==> config.mk <==
export PLATFORM = sky130hd
export DESIGN_NAME = rxc_top
export DESIGN_NICKNAME = d
export VERILOG_FILES = /design/src/include/rxc_pkg.sv /design/src/include/rxc_thr_if.sv /design/src/core/rxc_chan_eval.sv /design/src/core/rxc_top.sv
export VERILOG_INCLUDE_DIRS = /design/src /design/src/include
export SDC_FILE = /design/constraint.sdc
export NUM_CORES = 1
export LEC_CHECK = 0
export BUFFER_PORTS_ARGS = -buffer_cell sky130_fd_sc_hd__buf_4
export CORE_MARGIN = 3
export CORE_UTILIZATION = 49
export CTS_CLUSTER_DIAMETER = 200
export CTS_CLUSTER_SIZE = 40
export DETAILED_ROUTE_END_ITERATION = 16
export PLACE_DENSITY = 0.9
export RECOVER_POWER = 100
export SLEW_MARGIN = 0
export SYNTH_ARGS = -nofsm -noshare
export SYNTH_HDL_FRONTEND = slang
export SYNTH_SLANG_ARGS = --single-unit
==> constraint.sdc <==
create_clock -name CLOCK -period 2.2 [get_ports CLOCK]
set_input_delay 0.44 -clock CLOCK [delete_from_list [all_inputs] [get_ports CLOCK]]
set_output_delay 0.44 -clock CLOCK [all_outputs]
set_load 0.03 [all_outputs]
==> src/include/rxc_defs.svh <==
// Register map, field widths and reset values of the receive configuration
`ifndef RXC_DEFS_SVH
`define RXC_DEFS_SVH

`define RXC_NUM_CHAN 8
`define RXC_ADDR_W 8
`define RXC_CHAN_W 3
`define RXC_UNI_W 8
`define RXC_LEN_W 16
`define RXC_THR_W 8
`define RXC_FREE_W 16

`define RXC_OFF_UNI_SET 8'h00
`define RXC_OFF_UNI_CLR 8'h04
`define RXC_OFF_MAX_LEN 8'h08
`define RXC_OFF_BUF_OFS 8'h0c
`define RXC_OFF_LOW_THR 8'h10
`define RXC_OFF_FLOW_THR0 8'h20
`define RXC_OFF_MAC_HIGH 8'h40
`define RXC_OFF_MAC_LOW0 8'h60
`define RXC_OFF_BLOCK_MASK 8'he0
`define RXC_OFF_IDX_LSB 2
`define RXC_OFF_IDX_MSB 4

`define RXC_RST_UNI 8'h00
`define RXC_RST_GATE 8'h00
`define RXC_RST_MAX_LEN 16'h05ee
`define RXC_RST_BUF_OFS 16'h0000
`define RXC_RST_THR 8'h00

`endif

==> src/include/rxc_pkg.sv <==
// Types shared by the receive configuration modules
package rxc_pkg;
	typedef enum logic [1:0] {
		RXC_FC_NORMAL = 2'b00,
		RXC_FC_OVERSIZE = 2'b01,
		RXC_FC_JABBER = 2'b10
	} rxc_frame_class_t;
	typedef logic [7:0] rxc_chan_mask_t;
	typedef logic [7:0] rxc_thr_t;
	typedef logic [15:0] rxc_free_t;
endpackage : rxc_pkg

==> src/include/rxc_thr_if.sv <==
// Threshold comparison carrier between config core and channel evaluator
`timescale 1ns/1ps
interface rxc_thr_if;
	import rxc_pkg::*;
	rxc_free_t free_count;
	rxc_thr_t low_thresh;
	rxc_thr_t flow_thresh;
	logic flow_en;
	logic filter_hit;
	logic flow_hit;
	modport cfg (output free_count, output low_thresh, output flow_thresh,
		output flow_en, input filter_hit, input flow_hit);
	modport eval (input free_count, input low_thresh, input flow_thresh,
		input flow_en, output filter_hit, output flow_hit);
endinterface : rxc_thr_if

==> src/core/rxc_chan_eval.sv <==
// Per-channel free buffer threshold evaluator
`timescale 1ns/1ps
`include "rxc_defs.svh"
module rxc_chan_eval (
	rxc_thr_if.eval thr
);
	import rxc_pkg::*;

	// Zero threshold only fires once the channel has run dry
	always_comb
	begin
		thr.filter_hit = (thr.free_count <= {8'h00, thr.low_thresh});
		thr.flow_hit = thr.flow_en &&
			(thr.free_count <= {8'h00, thr.flow_thresh});
	end
endmodule : rxc_chan_eval

==> src/core/rxc_top.sv <==
// Receive unicast, frame length, buffer offset and threshold configuration
`timescale 1ns/1ps
`include "rxc_defs.svh"
module rxc_top (
	input wire logic CLOCK,
	input wire logic RESET_N,
	input wire logic [`RXC_ADDR_W-1:0] REG_ADDR,
	input wire logic [31:0] REG_WDATA,
	input wire logic REG_WR,
	input wire logic REG_RD,
	output logic [31:0] REG_RDATA,
	input wire logic RX_FLOW_EN,
	input wire logic [`RXC_NUM_CHAN*`RXC_FREE_W-1:0] FREE_COUNTS,
	input wire logic RX_SOP,
	input wire logic [`RXC_CHAN_W-1:0] RX_SOP_CHAN,
	input wire logic RX_EOP,
	input wire logic [`RXC_CHAN_W-1:0] RX_EOP_CHAN,
	input wire logic [`RXC_LEN_W-1:0] RX_EOP_BYTES,
	input wire logic [7:0] RX_EOP_BUFS,
	input wire logic RX_EOP_CRC_ERR,
	input wire logic RX_EOP_CODE_ERR,
	input wire logic RX_EOP_ALIGN_ERR,
	input wire logic RX_EOP_LOW_PRI,
	output rxc_pkg::rxc_chan_mask_t UNICAST_ACTIVE,
	output logic SOP_DESC_VALID,
	output logic [`RXC_CHAN_W-1:0] SOP_DESC_CHAN,
	output logic [`RXC_LEN_W-1:0] SOP_DESC_BUF_OFFSET,
	output logic [`RXC_LEN_W:0] SOP_DATA_FIRST_BYTE,
	output logic FRAME_STAT_VALID,
	output logic [`RXC_CHAN_W-1:0] FRAME_STAT_CHAN,
	output logic FRAME_LONG,
	output rxc_pkg::rxc_frame_class_t FRAME_CLASS,
	output logic FRAME_LOW_PRI_DROP,
	output logic [`RXC_NUM_CHAN-1:0] FLOW_CTRL_REQ,
	output logic FREE_DEC_VALID,
	output logic [`RXC_CHAN_W-1:0] FREE_DEC_CHAN,
	output logic [7:0] FREE_DEC_COUNT
);
	import rxc_pkg::*;

	rxc_chan_mask_t uni_en_q;
	rxc_chan_mask_t mac_gate_q;
	logic [`RXC_LEN_W-1:0] max_len_q;
	logic [`RXC_LEN_W-1:0] buf_ofs_q;
	rxc_thr_t low_thr_q;
	rxc_thr_t flow_thr_q [`RXC_NUM_CHAN];
	logic [31:0] rdata_d;
	logic [`RXC_NUM_CHAN-1:0] filter_hit;
	logic [`RXC_NUM_CHAN-1:0] flow_hit;
	logic wr_set;
	logic wr_clr;
	logic wr_high;
	logic wr_low;
	logic wr_flow;
	logic [`RXC_CHAN_W-1:0] wr_idx;
	logic rd_idx_flow;
	logic long_d;
	logic err_d;

	// Address decode; the channel index sits in word-address bits
	assign wr_idx = REG_ADDR[`RXC_OFF_IDX_MSB:`RXC_OFF_IDX_LSB];
	assign wr_set = REG_WR && (REG_ADDR == `RXC_OFF_UNI_SET);
	assign wr_clr = REG_WR && (REG_ADDR == `RXC_OFF_UNI_CLR);
	assign wr_high = REG_WR && (REG_ADDR == `RXC_OFF_MAC_HIGH);
	assign wr_low = REG_WR && REG_ADDR[1:0] == 2'b00 &&
		((REG_ADDR & `RXC_OFF_BLOCK_MASK) == `RXC_OFF_MAC_LOW0);
	assign rd_idx_flow = REG_ADDR[1:0] == 2'b00 &&
		((REG_ADDR & `RXC_OFF_BLOCK_MASK) == `RXC_OFF_FLOW_THR0);
	assign wr_flow = REG_WR && rd_idx_flow;

	// Stored unicast enables; one write per cycle so set and clear never meet
	always_ff @(posedge CLOCK or negedge RESET_N)
	begin
		if (!RESET_N)
			uni_en_q <= `RXC_RST_UNI;
		else if (wr_set)
			uni_en_q <= uni_en_q | REG_WDATA[7:0];
		else if (wr_clr)
			uni_en_q <= uni_en_q & ~REG_WDATA[7:0];
	end

	// Address-programming gate: low write closes, high write reopens
	always_ff @(posedge CLOCK or negedge RESET_N)
	begin
		if (!RESET_N)
			mac_gate_q <= `RXC_RST_GATE;
		else if (wr_low)
			mac_gate_q[wr_idx] <= 1'b0;
		else if (wr_high)
			mac_gate_q <= mac_gate_q | uni_en_q;
	end

	assign UNICAST_ACTIVE = uni_en_q & mac_gate_q;

	always_ff @(posedge CLOCK or negedge RESET_N)
	begin
		if (!RESET_N)
			max_len_q <= `RXC_RST_MAX_LEN;
		else if (REG_WR && REG_ADDR == `RXC_OFF_MAX_LEN)
			max_len_q <= REG_WDATA[15:0];
	end

	always_ff @(posedge CLOCK or negedge RESET_N)
	begin
		if (!RESET_N)
			buf_ofs_q <= `RXC_RST_BUF_OFS;
		else if (REG_WR && REG_ADDR == `RXC_OFF_BUF_OFS)
			buf_ofs_q <= REG_WDATA[15:0];
	end

	always_ff @(posedge CLOCK or negedge RESET_N)
	begin
		if (!RESET_N)
			low_thr_q <= `RXC_RST_THR;
		else if (REG_WR && REG_ADDR == `RXC_OFF_LOW_THR)
			low_thr_q <= REG_WDATA[7:0];
	end

	always_ff @(posedge CLOCK or negedge RESET_N)
	begin
		if (!RESET_N)
		begin
			for (int i = 0; i < `RXC_NUM_CHAN; i++)
				flow_thr_q[i] <= `RXC_RST_THR;
		end
		else if (wr_flow)
			flow_thr_q[wr_idx] <= REG_WDATA[7:0];
	end

	// Read mux; unmapped and address-only words read zero
	always_comb
	begin
		rdata_d = 32'h0000_0000;
		if (REG_ADDR == `RXC_OFF_UNI_SET)
			rdata_d[7:0] = uni_en_q & mac_gate_q;
		else if (REG_ADDR == `RXC_OFF_UNI_CLR)
			rdata_d[7:0] = uni_en_q;
		else if (REG_ADDR == `RXC_OFF_MAX_LEN)
			rdata_d[15:0] = max_len_q;
		else if (REG_ADDR == `RXC_OFF_BUF_OFS)
			rdata_d[15:0] = buf_ofs_q;
		else if (REG_ADDR == `RXC_OFF_LOW_THR)
			rdata_d[7:0] = low_thr_q;
		else if (rd_idx_flow)
			rdata_d[7:0] = flow_thr_q[wr_idx];
	end

	always_ff @(posedge CLOCK or negedge RESET_N)
	begin
		if (!RESET_N)
			REG_RDATA <= 32'h0000_0000;
		else
			REG_RDATA <= REG_RD ? rdata_d : 32'h0000_0000;
	end

	// Threshold evaluators, one per channel
	genvar g;
	generate
		for (g = 0; g < `RXC_NUM_CHAN; g++)
		begin : g_chan
			rxc_thr_if thr ();
			assign thr.free_count =
				FREE_COUNTS[g*`RXC_FREE_W +: `RXC_FREE_W];
			assign thr.low_thresh = low_thr_q;
			assign thr.flow_thresh = flow_thr_q[g];
			assign thr.flow_en = RX_FLOW_EN;
			assign filter_hit[g] = thr.filter_hit;
			assign flow_hit[g] = thr.flow_hit;
			rxc_chan_eval u_eval (
				.thr (thr.eval)
			);
		end
	endgenerate

	always_ff @(posedge CLOCK or negedge RESET_N)
	begin
		if (!RESET_N)
			FLOW_CTRL_REQ <= '0;
		else
			FLOW_CTRL_REQ <= flow_hit;
	end

	// Descriptor offset fields; first data byte is numbered from one
	always_ff @(posedge CLOCK or negedge RESET_N)
	begin
		if (!RESET_N)
		begin
			SOP_DESC_VALID <= 1'b0;
			SOP_DESC_CHAN <= '0;
			SOP_DESC_BUF_OFFSET <= '0;
			SOP_DATA_FIRST_BYTE <= '0;
		end
		else
		begin
			SOP_DESC_VALID <= RX_SOP;
			if (RX_SOP)
			begin
				SOP_DESC_CHAN <= RX_SOP_CHAN;
				SOP_DESC_BUF_OFFSET <= buf_ofs_q;
				SOP_DATA_FIRST_BYTE <= {1'b0, buf_ofs_q} + 17'h00001;
			end
		end
	end

	assign long_d = RX_EOP_BYTES > max_len_q;
	assign err_d = RX_EOP_CRC_ERR || RX_EOP_CODE_ERR || RX_EOP_ALIGN_ERR;

	// End-of-frame status and free buffer accounting
	always_ff @(posedge CLOCK or negedge RESET_N)
	begin
		if (!RESET_N)
		begin
			FRAME_STAT_VALID <= 1'b0;
			FRAME_STAT_CHAN <= '0;
			FRAME_LONG <= 1'b0;
			FRAME_CLASS <= RXC_FC_NORMAL;
			FRAME_LOW_PRI_DROP <= 1'b0;
		end
		else
		begin
			FRAME_STAT_VALID <= RX_EOP;
			if (RX_EOP)
			begin
				FRAME_STAT_CHAN <= RX_EOP_CHAN;
				FRAME_LONG <= long_d;
				if (long_d && err_d)
					FRAME_CLASS <= RXC_FC_JABBER;
				else if (long_d)
					FRAME_CLASS <= RXC_FC_OVERSIZE;
				else
					FRAME_CLASS <= RXC_FC_NORMAL;
				FRAME_LOW_PRI_DROP <= RX_EOP_LOW_PRI &&
					filter_hit[RX_EOP_CHAN];
			end
		end
	end

	always_ff @(posedge CLOCK or negedge RESET_N)
	begin
		if (!RESET_N)
		begin
			FREE_DEC_VALID <= 1'b0;
			FREE_DEC_CHAN <= '0;
			FREE_DEC_COUNT <= '0;
		end
		else
		begin
			FREE_DEC_VALID <= RX_EOP;
			if (RX_EOP)
			begin
				FREE_DEC_CHAN <= RX_EOP_CHAN;
				FREE_DEC_COUNT <= RX_EOP_BUFS;
			end
		end
	end
endmodule : rxc_top

==> Word level (Yosys, flattened, before mapping) <==
Cells that the tools add are included.
{ "totals": {"mem_bits_ro": 0, "output_inout_bits": 105, "in_bits": 209, "reg_bits": 197, "ramBits": 0, "elab_cells": 117, "latch_bits": 0, "memories": 0} }
{ "op_classes": {"n_mul": 0, "reduce_logical": 28, "div": 0, "bitwise_logic": 8, "addsub": 1, "n_shift": 0, "muxes": 26, "eq_ne": 7, "magnitude_cmp": 22} }
{ "ops": {"columns": ["op", "count"], "rows": [
  ["$le A16 B8 Y1", 16],
  ["$mux W8", 15],
  ["$bwmux W64", 1],
  ["$mux W16", 2],
  ["$and A8 B8 Y8", 3],
  ["$bmux W8 S3", 1],
  ["$demux W8 S3", 1],
  ["$logic_and A1 B1 Y1", 22],
  ["$add A16 B1 Y17 const B", 1],
  ["$eq A8 B4 Y1 const B", 2],
  ["$gt A16 B16 Y1", 1],
  ["$not A8 Y8", 2],
  ["$or A8 B8 Y8", 2],
  ["$eq A8 B3 Y1 const B", 1],
  ["$eq A8 B5 Y1 const B", 1],
  ["$eq A8 B7 Y1 const B", 1],
  ["$logic_not A8 Y1", 1],
  ["$lt A3 B4 Y1 const B", 2],
  ["$ge A4 B4 Y1 const B", 1],
  ["$lt A4 B1 Y1 const B", 1],
  ["$not A3 Y4", 1],
  ["$reduce_bool A2 Y1", 2],
  ["$bmux W1 S3", 1],
  ["$demux W1 S3", 1],
  ["other kinds (7)", 10]
]} }

==> Longest topological paths before layout <==
Gate-level depths: netlist (run 1).
{ "logic_depth": {"word_depth": 11, "depth_mapped": 9, "ltp_nobuf": 9} }

==> Cells and area by module <==
Synthesis (run 1) repeated with hierarchy kept, for this count alone.
{ "hier_totals": {"cells_unflattened": 1240, "hier_area_um2": 12728.5} }
{ "by_module_without_submodules": {"columns": ["mod", "n_inst", "area_each_um2", "seq_area_each_um2", "cells_each"], "rows": [
  ["rxc_top", 1, 9345.2, 4939.7, 776],
  ["rxc_chan_eval", 8, 422.9, 0.0, 58]
]} }

==> Worst setup path after synthesis (run 1) <==
No wires, ideal clock.
{ "synth_timing": {"path_kind": "register to register", "startpoint": "register low_thr_q[1] (netlist: g_chan[0].thr.low_thresh[1])", "endpoint": "register FRAME_LOW_PRI_DROP", "stages_incl_launch_ff": 10, "path_buffers": 0, "setup_slack_ns": 0.156, "t_required_ns": 2.134, "period_less_slack_ns": 2.044, "setup_ns": 0.066, "arrival_time_ns": 1.978, "cell_sequence": "dfrtp_1 inv_1 ha_1 nor2b_1 o211ai_1 a21oi_1 a2111oi_0 nor2_1 o311ai_0 a41o_1"} }
{ "synth_via": {"elab_chain_cells": 4, "elab_cells_between_ends": 11, "cone_classes": "8 x order compare; 2 x mux; 1 x reduce/logical"} }
{ "synth_lines": {"columns": ["item", "line_no", "rtl"], "rows": [
  ["from (decl)", "rxc_top.sv:45", "rxc_thr_t low_thr_q;"],
  ["from (signal assigned)", "rxc_top.sv:114", "low_thr_q <= `RXC_RST_THR;"],
  ["from (signal assigned)", "rxc_top.sv:116", "low_thr_q <= REG_WDATA[7:0];"],
  ["$le A16 B8 Y1", "rxc_chan_eval.sv:12", "thr.filter_hit = (thr.free_count <= {8'h00, thr.low_thresh});"],
  ["$bmux W1 S3 (*)", "rxc_top.sv:233", "filter_hit[RX_EOP_CHAN];"],
  ["$mux W1 (not written as such) (*)", "rxc_top.sv:233", null],
  ["$logic_and A1 B1 Y1 (*)", "rxc_top.sv:232", "FRAME_LOW_PRI_DROP <= RX_EOP_LOW_PRI &&"],
  ["to (signal assigned)", "rxc_top.sv:232", null],
  ["to (decl)", "rxc_top.sv:33", "output logic FRAME_LOW_PRI_DROP,"]
]} }
Every way passes the cells marked *; elsewhere a longest branch is shown, timed or not. The select of a mux whose other input is x is not followed.
A chain may end at the register's enable or synchronous reset.

==> Final worst setup path (run 1) <==
{ "layout_timing": {"startpoint": "register low_thr_q[3] (netlist: g_chan[0].thr.low_thresh[3])", "endpoint": "register FRAME_LOW_PRI_DROP"} }
The elaborated chain is that of the path after synthesis.

==> flow_summary.rst, run 1 <==
.. list-table::
   :header-rows: 1

   * - Metric
     - Value
   * - Synthesis Warnings
     - 0
   * - Slew at the pin closest to its max-slew limit
     - 1.333 ns
   * - Clock Root Buffer
     - clkbuf_16
   * - Result of the run
     - finished, violations left
   * - Placed cell count
     - 1769
   * - Layout Skew
     - 0.01523 ns
   * - Share of total power consumed by net switching
     - 0.3111
   * - Top-Level Pins
     - 314
   * - Violated checks
     - negative setup slack
   * - Cell with the most instances after synthesis
     - dfrtp_1
   * - Flop and latch count out of synthesis
     - 197
   * - Share of final-layout standard cells stronger than drive strength 1
     - 0.3108
   * - Startpoint types
     - flop
   * - Arithmetic-cell share of the synthesized area counting full adders, half adders and majority gates
     - 0.1480
   * - Worst min-delay path category
     - in -> reg
   * - CTS Buffer Depth
     - 2
   * - CTS H-Tree Depth
     - 4
   * - Layout Nets
     - 1822
   * - FF-to-FF setup slack
     - -0.04 ns
   * - Critical path class
     - reg -> reg
   * - Worst path required time
     - 2.53 ns
   * - Number of antenna violations at the first check in global routing
     - 0
   * - Placed inst area
     - 15050 um2
   * - Count of vias placed by the detailed router
     - 10610
   * - Drt first pass iters
     - 7
   * - Synthesized instance count
     - 1145
   * - Wirelength, routed
     - 38.55 mm
   * - Async set-or-reset flop fraction in the synthesized netlist
     - 1.000
   * - Part of the Yosys area used for sequential elements
     - 0.4029
   * - Number of library cell types mapped by synthesis
     - 59
   * - Internal Power
     - 6119 uW
   * - Count of flip-flops with a built-in enable after synthesis
     - 0
   * - Fraction of synthesized area in multiplexers
     - 0.1595
   * - # clock sinks
     - 197
   * - Dominant synthesized flop cell
     - dfrtp_1
   * - CP max FO
     - 5
   * - Proportion of power drawn by flip-flops and latches
     - 0.446
   * - Pwr Total
     - 8882 uW
   * - Wire length of the first global-routing pass
     - 58.74 mm
   * - Final Hold Vio Count
     - 0
   * - CTS tree
     - yes
   * - DPL Wire Length
     - 29.48 mm
   * - Fraction of the mapped netlist area in simple logic gates
     - 0.1130
   * - Slew HR
     - 0.1113
   * - Unrepaired setup endpoints after global routing
     - true
   * - Worst-skew pair later-pin latency
     - 0.44 ns
   * - Via count of the first global-routing pass
     - 10980
   * - Max-cap violation count
     - 0
   * - Synth cell count leaders
     - dfrtp_1, ha_1, mux2_2, inv_1, a21oi_1
   * - Fraction of the mapped netlist area in compound gates
     - 0.1108
   * - Post-detailed-route wirelength per cell
     - 21.37 um
   * - Number of CTS-inserted buffers
     - 17
   * - Cell taking the most area after synthesis
     - dfrtp_1
   * - Pre-CTS setup slack
     - -0.2493 ns
   * - Power share of the clock group
     - 0.347
   * - Remaining Overflow, GRT
     - 0
   * - Combinational cell fraction of total power
     - 0.207
   * - Initial standard-cell utilization of the core
     - 0.5012
   * - Cell row count
     - 57
   * - Die Width
     - 164.2 um
   * - Min Tclk post-route
     - 2.241 ns
   * - Final std cells w/o fill
     - 1804
   * - Leakage power total
     - 0.007362 uW
   * - Cell types with the largest area share after synthesis
     - dfrtp_1, ha_1, mux2_2, a21oi_1, inv_1
   * - GRT Overall Usage
     - 0.2815
   * - Sw power
     - 2763 uW
   * - Cell area power density
     - 580.6 nW/um2
   * - Endpoint type of the worst setup path
     - flop
   * - Worst path arrival time
     - 2.57 ns
   * - Area of the placeable core
     - 24460 um2
   * - Vias per std cell
     - 5.884
   * - Gp weighted congestion
     - 0.9447
   * - Die area
     - 26960 um2
   * - Antenna Cells
     - 0
   * - Maximum vdd ir drop
     - 625.7 uV
   * - Maximum clock frequency
     - 446.1 MHz
   * - Detailed router's first-iteration violation count
     - 1035
   * - DIE HEIGHT
     - 164.2 um
   * - Top cell type's share of synthesized area
     - 0.3858
   * - Quantity of I/O buffers inserted on ports
     - 281
   * - Final non-filler cell area
     - 15300 um2
   * - Residual antenna-violating net count after detailed routing
     - 0
   * - Final worst-path setup slack
     - -0.04149 ns
   * - Fraction of synthesized cell area in xor and xnor cells
     - 0.01000
   * - Area growth from synthesis to final layout
     - 24.78%
   * - Final setup violation count
     - 2
   * - Max-slew violation count
     - 0
   * - Clock edge transition at the registers on the reported setup and hold paths
     - 0.08 ns
   * - Number of remaining DRC errors
     - 0
   * - Mean cell area of the mapped netlist
     - 10.71 um2
   * - Synthesized area
     - 12260 um2
   * - Largest net degree at the start of global routing
     - 55
   * - Final clock period utilization by the worst path
     - 1.019
   * - Largest family of logic cells by synthesized area
     - multiplexers
worst max-delay path: stages (launching register included):
cell      delay [ns]
dfrtp_1         0.38
inv_2           0.12
buf_4           0.18
ha_1            0.31
o211ai_1        0.12
a21oi_2         0.17
o21ai_2         0.09
buf_4           0.14
a221oi_2        0.28
o21ai_1         0.12
a41o_1          0.22
power by group through the flow:
stage	clock (uW)	sequential, uW	combinational [uW]
finish	3080	3970	1840
global route	3230	3980	2010
CTS	3090	3960	1880
detailed placement	0	4030	1850
global placement	0	4010	1770
floorplan	0	4120	873
registers in the layout (all words and copies together), names as in the netlist, 2 cells and up, named ones only:
| register | cells |
|---|---|
| FLOW_CTRL_REQ | 8 |
| FRAME_CLASS | 2 |
| FREE_DEC_CHAN | 3 |
| FREE_DEC_COUNT | 8 |
| REG_RDATA | 16 |
| SOP_DATA_FIRST_BYTE | 17 |
| SOP_DESC_BUF_OFFSET | 16 |
| SOP_DESC_CHAN | 3 |
| buf_ofs_q | 16 |
| g_chan.thr.flow_thresh | 64 |
| g_chan.thr.low_thresh | 8 |
| mac_gate_q | 8 |
| max_len_q | 16 |
layout by cell type, fill, tap and decap left out, types with 18 or more instances in the layout:
cell,n
dfrtp_1,189
buf_4,239
nand4_1,29
nor2b_1,18
inv_1,95
clkbuf_1,88
a21o_1,18
nand3_1,26
mux2_2,106
o21ai_0,32
nand2_1,60
mux2_4,20
ha_1,144
nor2_1,58
a21oi_1,91
through the flow:
stage	TNS [ns]	hold slack, ns	utilization
6_report	-0.06628	0.1890	0.6254
5_1_grt	-2.168	0.1754	0.6254
4_1_cts	-0.01131	0.1789	0.6398
3_5_place_dp	-0.7821	0.4343	0.6154
3_3_place_gp	-0.5665	0.4367	0.6154
2_1_floorplan	0	0.1444	-
worst paths after layout:
check	endpoint	depth (start not counted)	startpoint
setup / recovery	FRAME_LOW_PRI_DROP	10	g_chan[0].thr.low_thresh[3]
hold / removal	FRAME_CLASS[0]	2	RX_EOP_ALIGN_ERR
setup reg to reg	FRAME_LOW_PRI_DROP	10	g_chan[0].thr.low_thresh[3]
hold reg to reg	SOP_DESC_BUF_OFFSET[13]	1	SOP_DESC_BUF_OFFSET[13]
max in group asynchronous	max_len_q[10]	3	RESET_N
min in group asynchronous	SOP_DATA_FIRST_BYTE[13]	2	RESET_N
what timing repair did:
action,in CTS,in global routing
endpoints found under the setup margin,2,5
hold endpoints to repair,48,0
buffers inserted,1,3
gates resized for setup,10,19
hold buffers,1,0
pin swaps,0,6
per-layer routing:
layer | GRT usage | part of all wire | vias up
met5 | 0 | 0 | -
met4 | 0.1215 | 0.044 | 0
met3 | 0.04842 | 0.067 | 142
met2 | 0.4765 | 0.50 | 535
met1 | 0.3548 | 0.39 | 5161
li1 | - | - | 4776
final cells by class:
type | count | area (um2)
repair buffers | 345 | 2293
clock inverters | 14 | 138.9
multi-input cells | 808 | 6721
clock buffers | 17 | 425.4
flip-flops and latches | 197 | 4940
inverters | 99 | 374.1
well taps | 324 | 405.4
fillers | 1886 | 9164
cells by family (layout without fill, tap and decap cells):
kind of cell	count (synthesis)	after routing
AOI/OAI and AO/OA	220	220
xor gates and xnor gates	14	14
adders and majority gates	145	145
buffers and inverters	155	475
DFF	197	197
muxes	152	152
other	1	16
and+or+nand+nor	261	261
Power figures use the tool's default switching activity.
==> inputs of run 2 (changes only) <==
--- a/config.mk
+++ b/config.mk
@@ -6,13 +6,14 @@
 export SDC_FILE = /design/constraint.sdc
 export NUM_CORES = 1
 export LEC_CHECK = 0
-export BUFFER_PORTS_ARGS = -buffer_cell sky130_fd_sc_hd__buf_4
+export CAP_MARGIN = 20
 export CORE_MARGIN = 3
-export CORE_UTILIZATION = 49
+export CORE_UTILIZATION = 40
 export CTS_CLUSTER_DIAMETER = 200
 export CTS_CLUSTER_SIZE = 40
 export DETAILED_ROUTE_END_ITERATION = 16
-export PLACE_DENSITY = 0.9
+export DONT_BUFFER_PORTS = 1
+export PLACE_DENSITY = 0.68
 export RECOVER_POWER = 100
 export SLEW_MARGIN = 0
 export SYNTH_ARGS = -nofsm -noshare
==> run 2 against run 1 <==
Compared with the run above: the flow finishes with violations (negative hold slack); setup slack better by 0.073 ns; largest power group unchanged; clock skew is 0.0027 ns lower; routed wire length is 8.4% lower; sequential power is 4% higher; non-clock buffer count is 305 lower.
==> flow_summary.rst, run 2 (same netlist as run 1, synthesis figures left out) <==
.. list-table::
   :header-rows: 1

   * - Metric
     - Value
   * - Result of the run
     - finished, violations left
   * - Violated checks
     - negative hold slack
   * - CTS tree
     - yes
   * - Unrepaired setup endpoints after global routing
     - true
   * - Number of CTS-inserted buffers
     - 17 (unchanged)
   * - CP max FO
     - 4 (-1)
   * - Most used cells in the layout excluding fill and tap cells
     - dfrtp_1, ha_1, mux2_2, inv_1, a21oi_1
   * - Area of the placeable core
     - 29950 um2 (+22%)
   * - Max-cap violation count
     - 0 (unchanged)
   * - Number of flip-flops under the largest register name
     - 64 (unchanged)
   * - Worst min-delay path category
     - in -> async
   * - GRT Overall Usage
     - 0.2129 (-0.06858)
   * - Cell area power density
     - 619.0 nW/um2 (+6.6%)
   * - Final Hold Vio Count
     - 197 (+197)
   * - Slowest cell delay on critical path
     - 0.41 ns (+0.03 ns)
   * - Vias per std cell
     - 5.723 (-2.7%)
   * - Share of final-layout standard cells stronger than drive strength 1
     - 0.1888 (-0.1220)
   * - Final clock period utilization by the worst path
     - 0.9857 (-0.03320)
   * - Max-slew violation count
     - 0 (unchanged)
   * - Clock edge transition at the registers on the reported setup and hold paths
     - 0.08 ns (about the same)
   * - Wirelength, routed
     - 35.30 mm (-8.4%)
   * - Largest net degree at the start of global routing
     - 198 (+260%)
   * - Die Width
     - 181.1 um (+10%)
   * - Remaining Overflow, GRT
     - 0 (unchanged)
   * - Worst path required time
     - 2.54 ns (about the same)
   * - Slew at the pin closest to its max-slew limit
     - 0.6500 ns (-0.6831 ns)
   * - Worst path arrival time
     - 2.51 ns (-0.06 ns)
   * - Maximum clock frequency
     - 461.2 MHz (+3.4%)
   * - Crit Reg-Reg Startpoint
     - g_chan[0].thr.low_thresh[1]
   * - Quantity of I/O buffers inserted on ports
     - 0 (-100%)
   * - DIE HEIGHT
     - 181.1 um (+10%)
   * - Min Tclk post-route
     - 2.168 ns (-0.07303 ns)
   * - Layout Skew
     - 0.01248 ns (-0.002749 ns)
   * - Layout Nets
     - 1517 (-17%)
   * - Cell breakdown of the critical path
     - inv_4 -> buf_4 -> ha_1 -> nor2b_1 -> o211ai_1 -> a21oi_2 -> a2111oi_2 -> o2111ai_1 -> nand3_2 -> a41o_1
   * - Number of antenna violations at the first check in global routing
     - 0 (unchanged)
   * - Area growth from synthesis to final layout
     - 8.868%
   * - Residual antenna-violating net count after detailed routing
     - 0 (unchanged)
   * - Critical path class
     - reg -> reg
   * - Critical path's top delay family
     - compound AO/OA/AOI/OAI gates
   * - Drt first pass iters
     - 5 (-2)
   * - Final setup violation count
     - 0 (-2)
   * - Detailed router's first-iteration violation count
     - 635 (-39%)
   * - FF-to-FF setup slack
     - 0.03 ns (+0.07 ns)
   * - Pre-CTS setup slack
     - -0.2674 ns (-0.01816 ns)
   * - Final worst-path setup slack
     - 0.03154 ns (+0.07303 ns)
   * - Startpoint types
     - flop
   * - # clock sinks
     - 197 (unchanged)
   * - CTS Buffer Depth
     - 2 (unchanged)
   * - Number of remaining DRC errors
     - 0 (unchanged)
   * - Die area
     - 32790 um2 (+22%)
   * - Number of buffers and inverters on the critical path
     - 2 (-1)
   * - Count of vias placed by the detailed router
     - 8962 (-16%)
   * - Top-Level Pins
     - 314 (unchanged)
   * - Capture point of the worst reg-to-reg path
     - FRAME_LOW_PRI_DROP
   * - Count of filler cells inserted in the layout
     - 2836 (+50%)
   * - DPL Wire Length
     - 27.02 mm (-8.3%)
   * - CP startpoint
     - g_chan[0].thr.low_thresh[1]
   * - Via count of the first global-routing pass
     - 9244 (-16%)
   * - Cells on worst reg2reg path
     - 10 (unchanged)
   * - CTS H-Tree Depth
     - 4 (unchanged)
   * - Worst hold slack after final layout
     - -0.3153 ns (-0.5042 ns)
   * - Initial standard-cell utilization of the core
     - 0.4093 (-0.09189)
   * - Gp weighted congestion
     - 0.9651 (+2.2%)
   * - Endpoint type of the worst setup path
     - flop
   * - Maximum vdd ir drop
     - 441.9 uV (-29%)
   * - CP max stage cell
     - dfrtp_1
   * - Post-detailed-route wirelength per cell
     - 22.54 um (+5.5%)
   * - Antenna Cells
     - 0 (unchanged)
   * - Clock Root Buffer
     - clkbuf_16
   * - Cell row count
     - 63 (+11%)
   * - Wire length of the first global-routing pass
     - 54.03 mm (-8.0%)
   * - Leakage power total
     - 0.006123 uW (-17%)
   * - Slew HR
     - 0.5667 (+0.4554)
   * - Worst-skew pair later-pin latency
     - 0.45 ns (about the same)
   * - Leading cell type in the layout, fill and taps excluded
     - dfrtp_1
## run 2: layer usage
layer,vias to the layer above,share of wire,track usage
li1,4155,-,-
met1,4435,0.41,0.2725
met2,321,0.48,0.3525
met3,51,0.082,0.06281
met4,0,0.025,0.06002
met5,-,0,0
## run 2: what timing repair did
action | 4_1_cts | 5_1_grt
resized for setup | 14 | 25
hold endpoints to repair | 197 | 198
pin swaps | 0 | 17
endpoints found under the setup margin | 2 | 3
buffers inserted | 1 | 0
## run 2: per-stage QoR
step | TNS, ns | area, um2 | utilization | total power, uW | cells
2_1_floorplan | 0 | 12320 | - | 4993 | 1160
3_3_place_gp | -0.1883 | 12810 | 0.4278 | 5171 | 1533
3_5_place_dp | -0.2674 | 12810 | 0.4278 | 5234 | 1533
4_1_cts | -0.006621 | 13410 | 0.4478 | 8311 | 1566
5_1_grt | -0.09180 | 13350 | 0.4456 | 8634 | 1566
6_report | 0 | 13350 | 0.4456 | 8262 | 1566
## run 2: area by class of cell
cell class	count	area, um2	area share
sequential	197	4941	0.3702
timing repair buffer	40	291.5	0.02184
clock inverter	14	130.1	0.009749
inverter	99	374.1	0.02803
multi-input combinational	808	6694	0.5015
clock buffer	18	429.2	0.03215
tap	390	488.0	0.03656
## run 2: worst max-delay path by stage
| stage | to | slack (ns) | cells after the start |
|---|---|---|---|
| 2_1_floorplan | FRAME_LOW_PRI_DROP | 0.16 | 9 |
| 3_3_place_gp | FRAME_LOW_PRI_DROP | -0.19 | 10 |
| 3_5_place_dp | FRAME_LOW_PRI_DROP | -0.27 | 10 |
| 4_1_cts | FRAME_LOW_PRI_DROP | -0.007 | 11 |
| 5_1_grt | FRAME_LOW_PRI_DROP | -0.07 | 10 |
| 6_report | FRAME_LOW_PRI_DROP | 0.03 | 10 |
## run 2: power by group
part           internal [uW]  switching [uW]
Sequential              3800             333
Combinational            534             528
Clock                   1500            1560
==> inputs of run 3 (changes only) <==
--- a/config.mk
+++ b/config.mk
@@ -9,12 +9,14 @@
 export CAP_MARGIN = 20
 export CORE_MARGIN = 3
 export CORE_UTILIZATION = 40
+export CTS_BUF_LIST = sky130_fd_sc_hd__clkbuf_8
 export CTS_CLUSTER_DIAMETER = 200
 export CTS_CLUSTER_SIZE = 40
 export DETAILED_ROUTE_END_ITERATION = 16
 export DONT_BUFFER_PORTS = 1
 export PLACE_DENSITY = 0.68
 export RECOVER_POWER = 100
+export SETUP_SLACK_MARGIN = 0.02
 export SLEW_MARGIN = 0
 export SYNTH_ARGS = -nofsm -noshare
 export SYNTH_HDL_FRONTEND = slang
==> run 3 against run 2 <==
Compared with the run above: the flow finishes with violations (negative hold slack, negative setup slack); global-route usage about the same; core utilization shrank 0.25 points; via count increased by 1.1%; die area unchanged; total power decreased by 8.9%; non-clock buffer count up 6; critical path depth decreased by 2.
==> flow_summary.rst, run 3 (same netlist as run 1, synthesis figures left out) <==
.. list-table::
   :header-rows: 1

   * - Metric
     - Value
   * - Max-cap violation count
     - 0 (unchanged)
   * - Violated checks
     - negative hold slack, negative setup slack
   * - GRT Overall Usage
     - 0.2127 (about the same)
   * - Worst-skew pair later-pin latency
     - 0.50 ns (+0.05 ns)
   * - Detailed router's first-iteration violation count
     - 626 (-1.4%)
   * - Quantity of I/O buffers inserted on ports
     - 0 (unchanged)
   * - Final non-filler cell area
     - 13270 um2 (-0.56%)
   * - Max-slew violation count
     - 0 (unchanged)
   * - Residual antenna-violating net count after detailed routing
     - 0 (unchanged)
   * - Vias per std cell
     - 5.765 (+0.74%)
   * - # clock sinks
     - 197 (unchanged)
   * - Die Width
     - 181.1 um (unchanged)
   * - Number of antenna violations at the first check in global routing
     - 0 (unchanged)
   * - Startpoint types
     - input pin
   * - CTS Buffer Depth
     - 2 (unchanged)
   * - Pwr Total
     - 7525 uW (-8.9%)
   * - Leading cell type in the layout, fill and taps excluded
     - dfrtp_1
   * - Antenna Cells
     - 0 (unchanged)
   * - Initial standard-cell utilization of the core
     - 0.4093 (unchanged)
   * - Endpoint type of the worst setup path
     - flop
   * - Cell area power density
     - 567.0 nW/um2 (-8.4%)
   * - Count of vias placed by the detailed router
     - 9063 (+1.1%)
   * - DIE HEIGHT
     - 181.1 um (unchanged)
   * - CP max FO
     - 7 (+3)
   * - Wire length of the first global-routing pass
     - 54.06 mm (about the same)
   * - Critical path class
     - in -> reg
   * - Unrepaired setup endpoints after global routing
     - true
   * - Die area
     - 32790 um2 (unchanged)
   * - Number of remaining DRC errors
     - 0 (unchanged)
   * - Final setup violation count
     - 2 (+2)
   * - Worst min-delay path category
     - in -> async
   * - Final clock period utilization by the worst path
     - 1.019 (+0.03383)
   * - Cell row count
     - 63 (unchanged)
   * - Number of CTS-inserted buffers
     - 17 (unchanged)
   * - Most used cells in the layout excluding fill and tap cells
     - dfrtp_1, ha_1, mux2_2, inv_1, a21oi_1
   * - Slew HR
     - 0.2774 (-0.2893)
   * - Gp weighted congestion
     - 0.9651 (unchanged)
   * - Final worst-path setup slack
     - -0.04288 ns (-0.07442 ns)
   * - Post-detailed-route wirelength per cell
     - 22.54 um (about the same)
   * - Drt first pass iters
     - 5 (unchanged)
   * - Maximum clock frequency
     - 445.9 MHz (-3.3%)
   * - Result of the run
     - finished, violations left
   * - Total length of routed met3 wires
     - 2.919 mm (+0.97%)
   * - Maximum vdd ir drop
     - 276.0 uV (-38%)
   * - Placed inst area
     - 12810 um2 (unchanged)
   * - Layout Nets
     - 1523 (+0.40%)
   * - Top-Level Pins
     - 314 (unchanged)
   * - CTS tree
     - yes
   * - Met2 wire length
     - 16.95 mm (-0.16%)
   * - Number of flip-flops under the largest register name
     - 64 (unchanged)
   * - Largest net degree at the start of global routing
     - 198 (unchanged)
   * - Area of the placeable core
     - 29950 um2 (unchanged)
   * - DPL Wire Length
     - 27.02 mm (unchanged)
   * - Topmost layer with routed signal wires
     - met4
   * - Final Hold Vio Count
     - 197 (unchanged)
   * - Clock Root Buffer
     - clkbuf_8
   * - Min Tclk post-route
     - 2.243 ns (+0.07442 ns)
   * - Worst path arrival time
     - 2.65 ns (+0.14 ns)
   * - Leakage power total
     - 0.006138 uW (+0.26%)
   * - Via count of the first global-routing pass
     - 9267 (+0.25%)
   * - Worst path required time
     - 2.61 ns (+0.07 ns)
   * - Wirelength, routed
     - 35.44 mm (+0.40%)
   * - Area growth from synthesis to final layout
     - 8.256%
   * - CTS H-Tree Depth
     - 4 (unchanged)
   * - Share of final-layout standard cells stronger than drive strength 1
     - 0.2030 (+0.01427)
   * - Worst hold slack after final layout
     - -0.3665 ns (-0.05120 ns)
   * - Slew at the pin closest to its max-slew limit
     - 1.074 ns (+0.4240 ns)
   * - Remaining Overflow, GRT
     - 0 (unchanged)
   * - DRT met1 WL
     - 14.51 mm (-0.33%)
   * - Layout Skew
     - 0.02008 ns (+0.007599 ns)
   * - Clock edge transition at the registers on the reported setup and hold paths
     - 0.11 ns (+0.03 ns)
==> run 3: changes by cell type in the layout (fill, tap and decap cells not counted), sizes merged <==
cell         previous run  this run
clkbuf                 29        27
dlygate4sd3             1         5
inv                   109       110
buf                    28        31
==> run 3: final cells by class <==
class,count,area (um2)
clock buffers,17,234.0
fillers,2832,16680
repair buffers,46,356.6
flip-flops and latches,197,4941
clock inverters,15,133.9
inverters,99,374.1
well taps,390,488.0
multi-input cells,808,6745
==> run 3: metrics by stage <==
stage | hold WS (ns) | cells | utilization | worst slack, ns | setup TNS (ns)
after floorplan | 0.1444 | 1160 | - | 0.1556 | 0
after global placement | 0.1492 | 1533 | 0.4278 | -0.1883 | -0.1883
after detailed placement | 0.1500 | 1533 | 0.4278 | -0.2674 | -0.2674
after CTS | -0.3970 | 1569 | 0.4430 | 0.005889 | 0
after global routing | -0.4026 | 1572 | 0.4431 | -0.1044 | -0.3854
final | -0.3665 | 1572 | 0.4431 | -0.04288 | -0.04599
==> run 3: worst max-delay path, cell delays in order <==
cell and delay, ns:
nor4_1 0.89, and2b_1 0.36, nand2b_4 0.11, nor2_4 0.16, clkbuf_4 0.20, a22o_1 0.22
a211oi_1 0.07, nor2_1 0.19
==> run 3: where the power goes <==
group	switching, uW	internal, uW
Sequential	334	3800
Combinational	533	551
Clock	1480	829
==> run 3: worst paths after layout <==
kind	startpoint	end	slack, ns	cells after the start
min	RESET_N	SOP_DESC_CHAN[1]	-0.37	0
min in group CLOCK	REG_ADDR[5]	mac_gate_q[0]	0.03	1
min reg2reg	mac_gate_q[5]	mac_gate_q[5]	0.51	2
max	REG_ADDR[7]	REG_RDATA[2]	-0.04	8
max reg2reg	g_chan[0].thr.low_thresh[1]	FRAME_LOW_PRI_DROP	0	11
max in group asynchronous	RESET_N	g_chan[0].thr.low_thresh[0]	2.24	0
==> run 3: timing repair <==
item	in CTS	in global routing
pin swaps	6	7
hold buffers	2	3
resized for setup	18	19
setup buffers	2	0
endpoints found under the hold margin	205	200
endpoints found under the setup margin	2	4
==> run 3: routing by layer <==
layer / vias to the layer above / global-route usage
li1: 4153 / -
met1: 4508 / 0.2687
met2: 338 / 0.3479
met3: 64 / 0.06684
met4: 0 / 0.07099
met5: - / 0
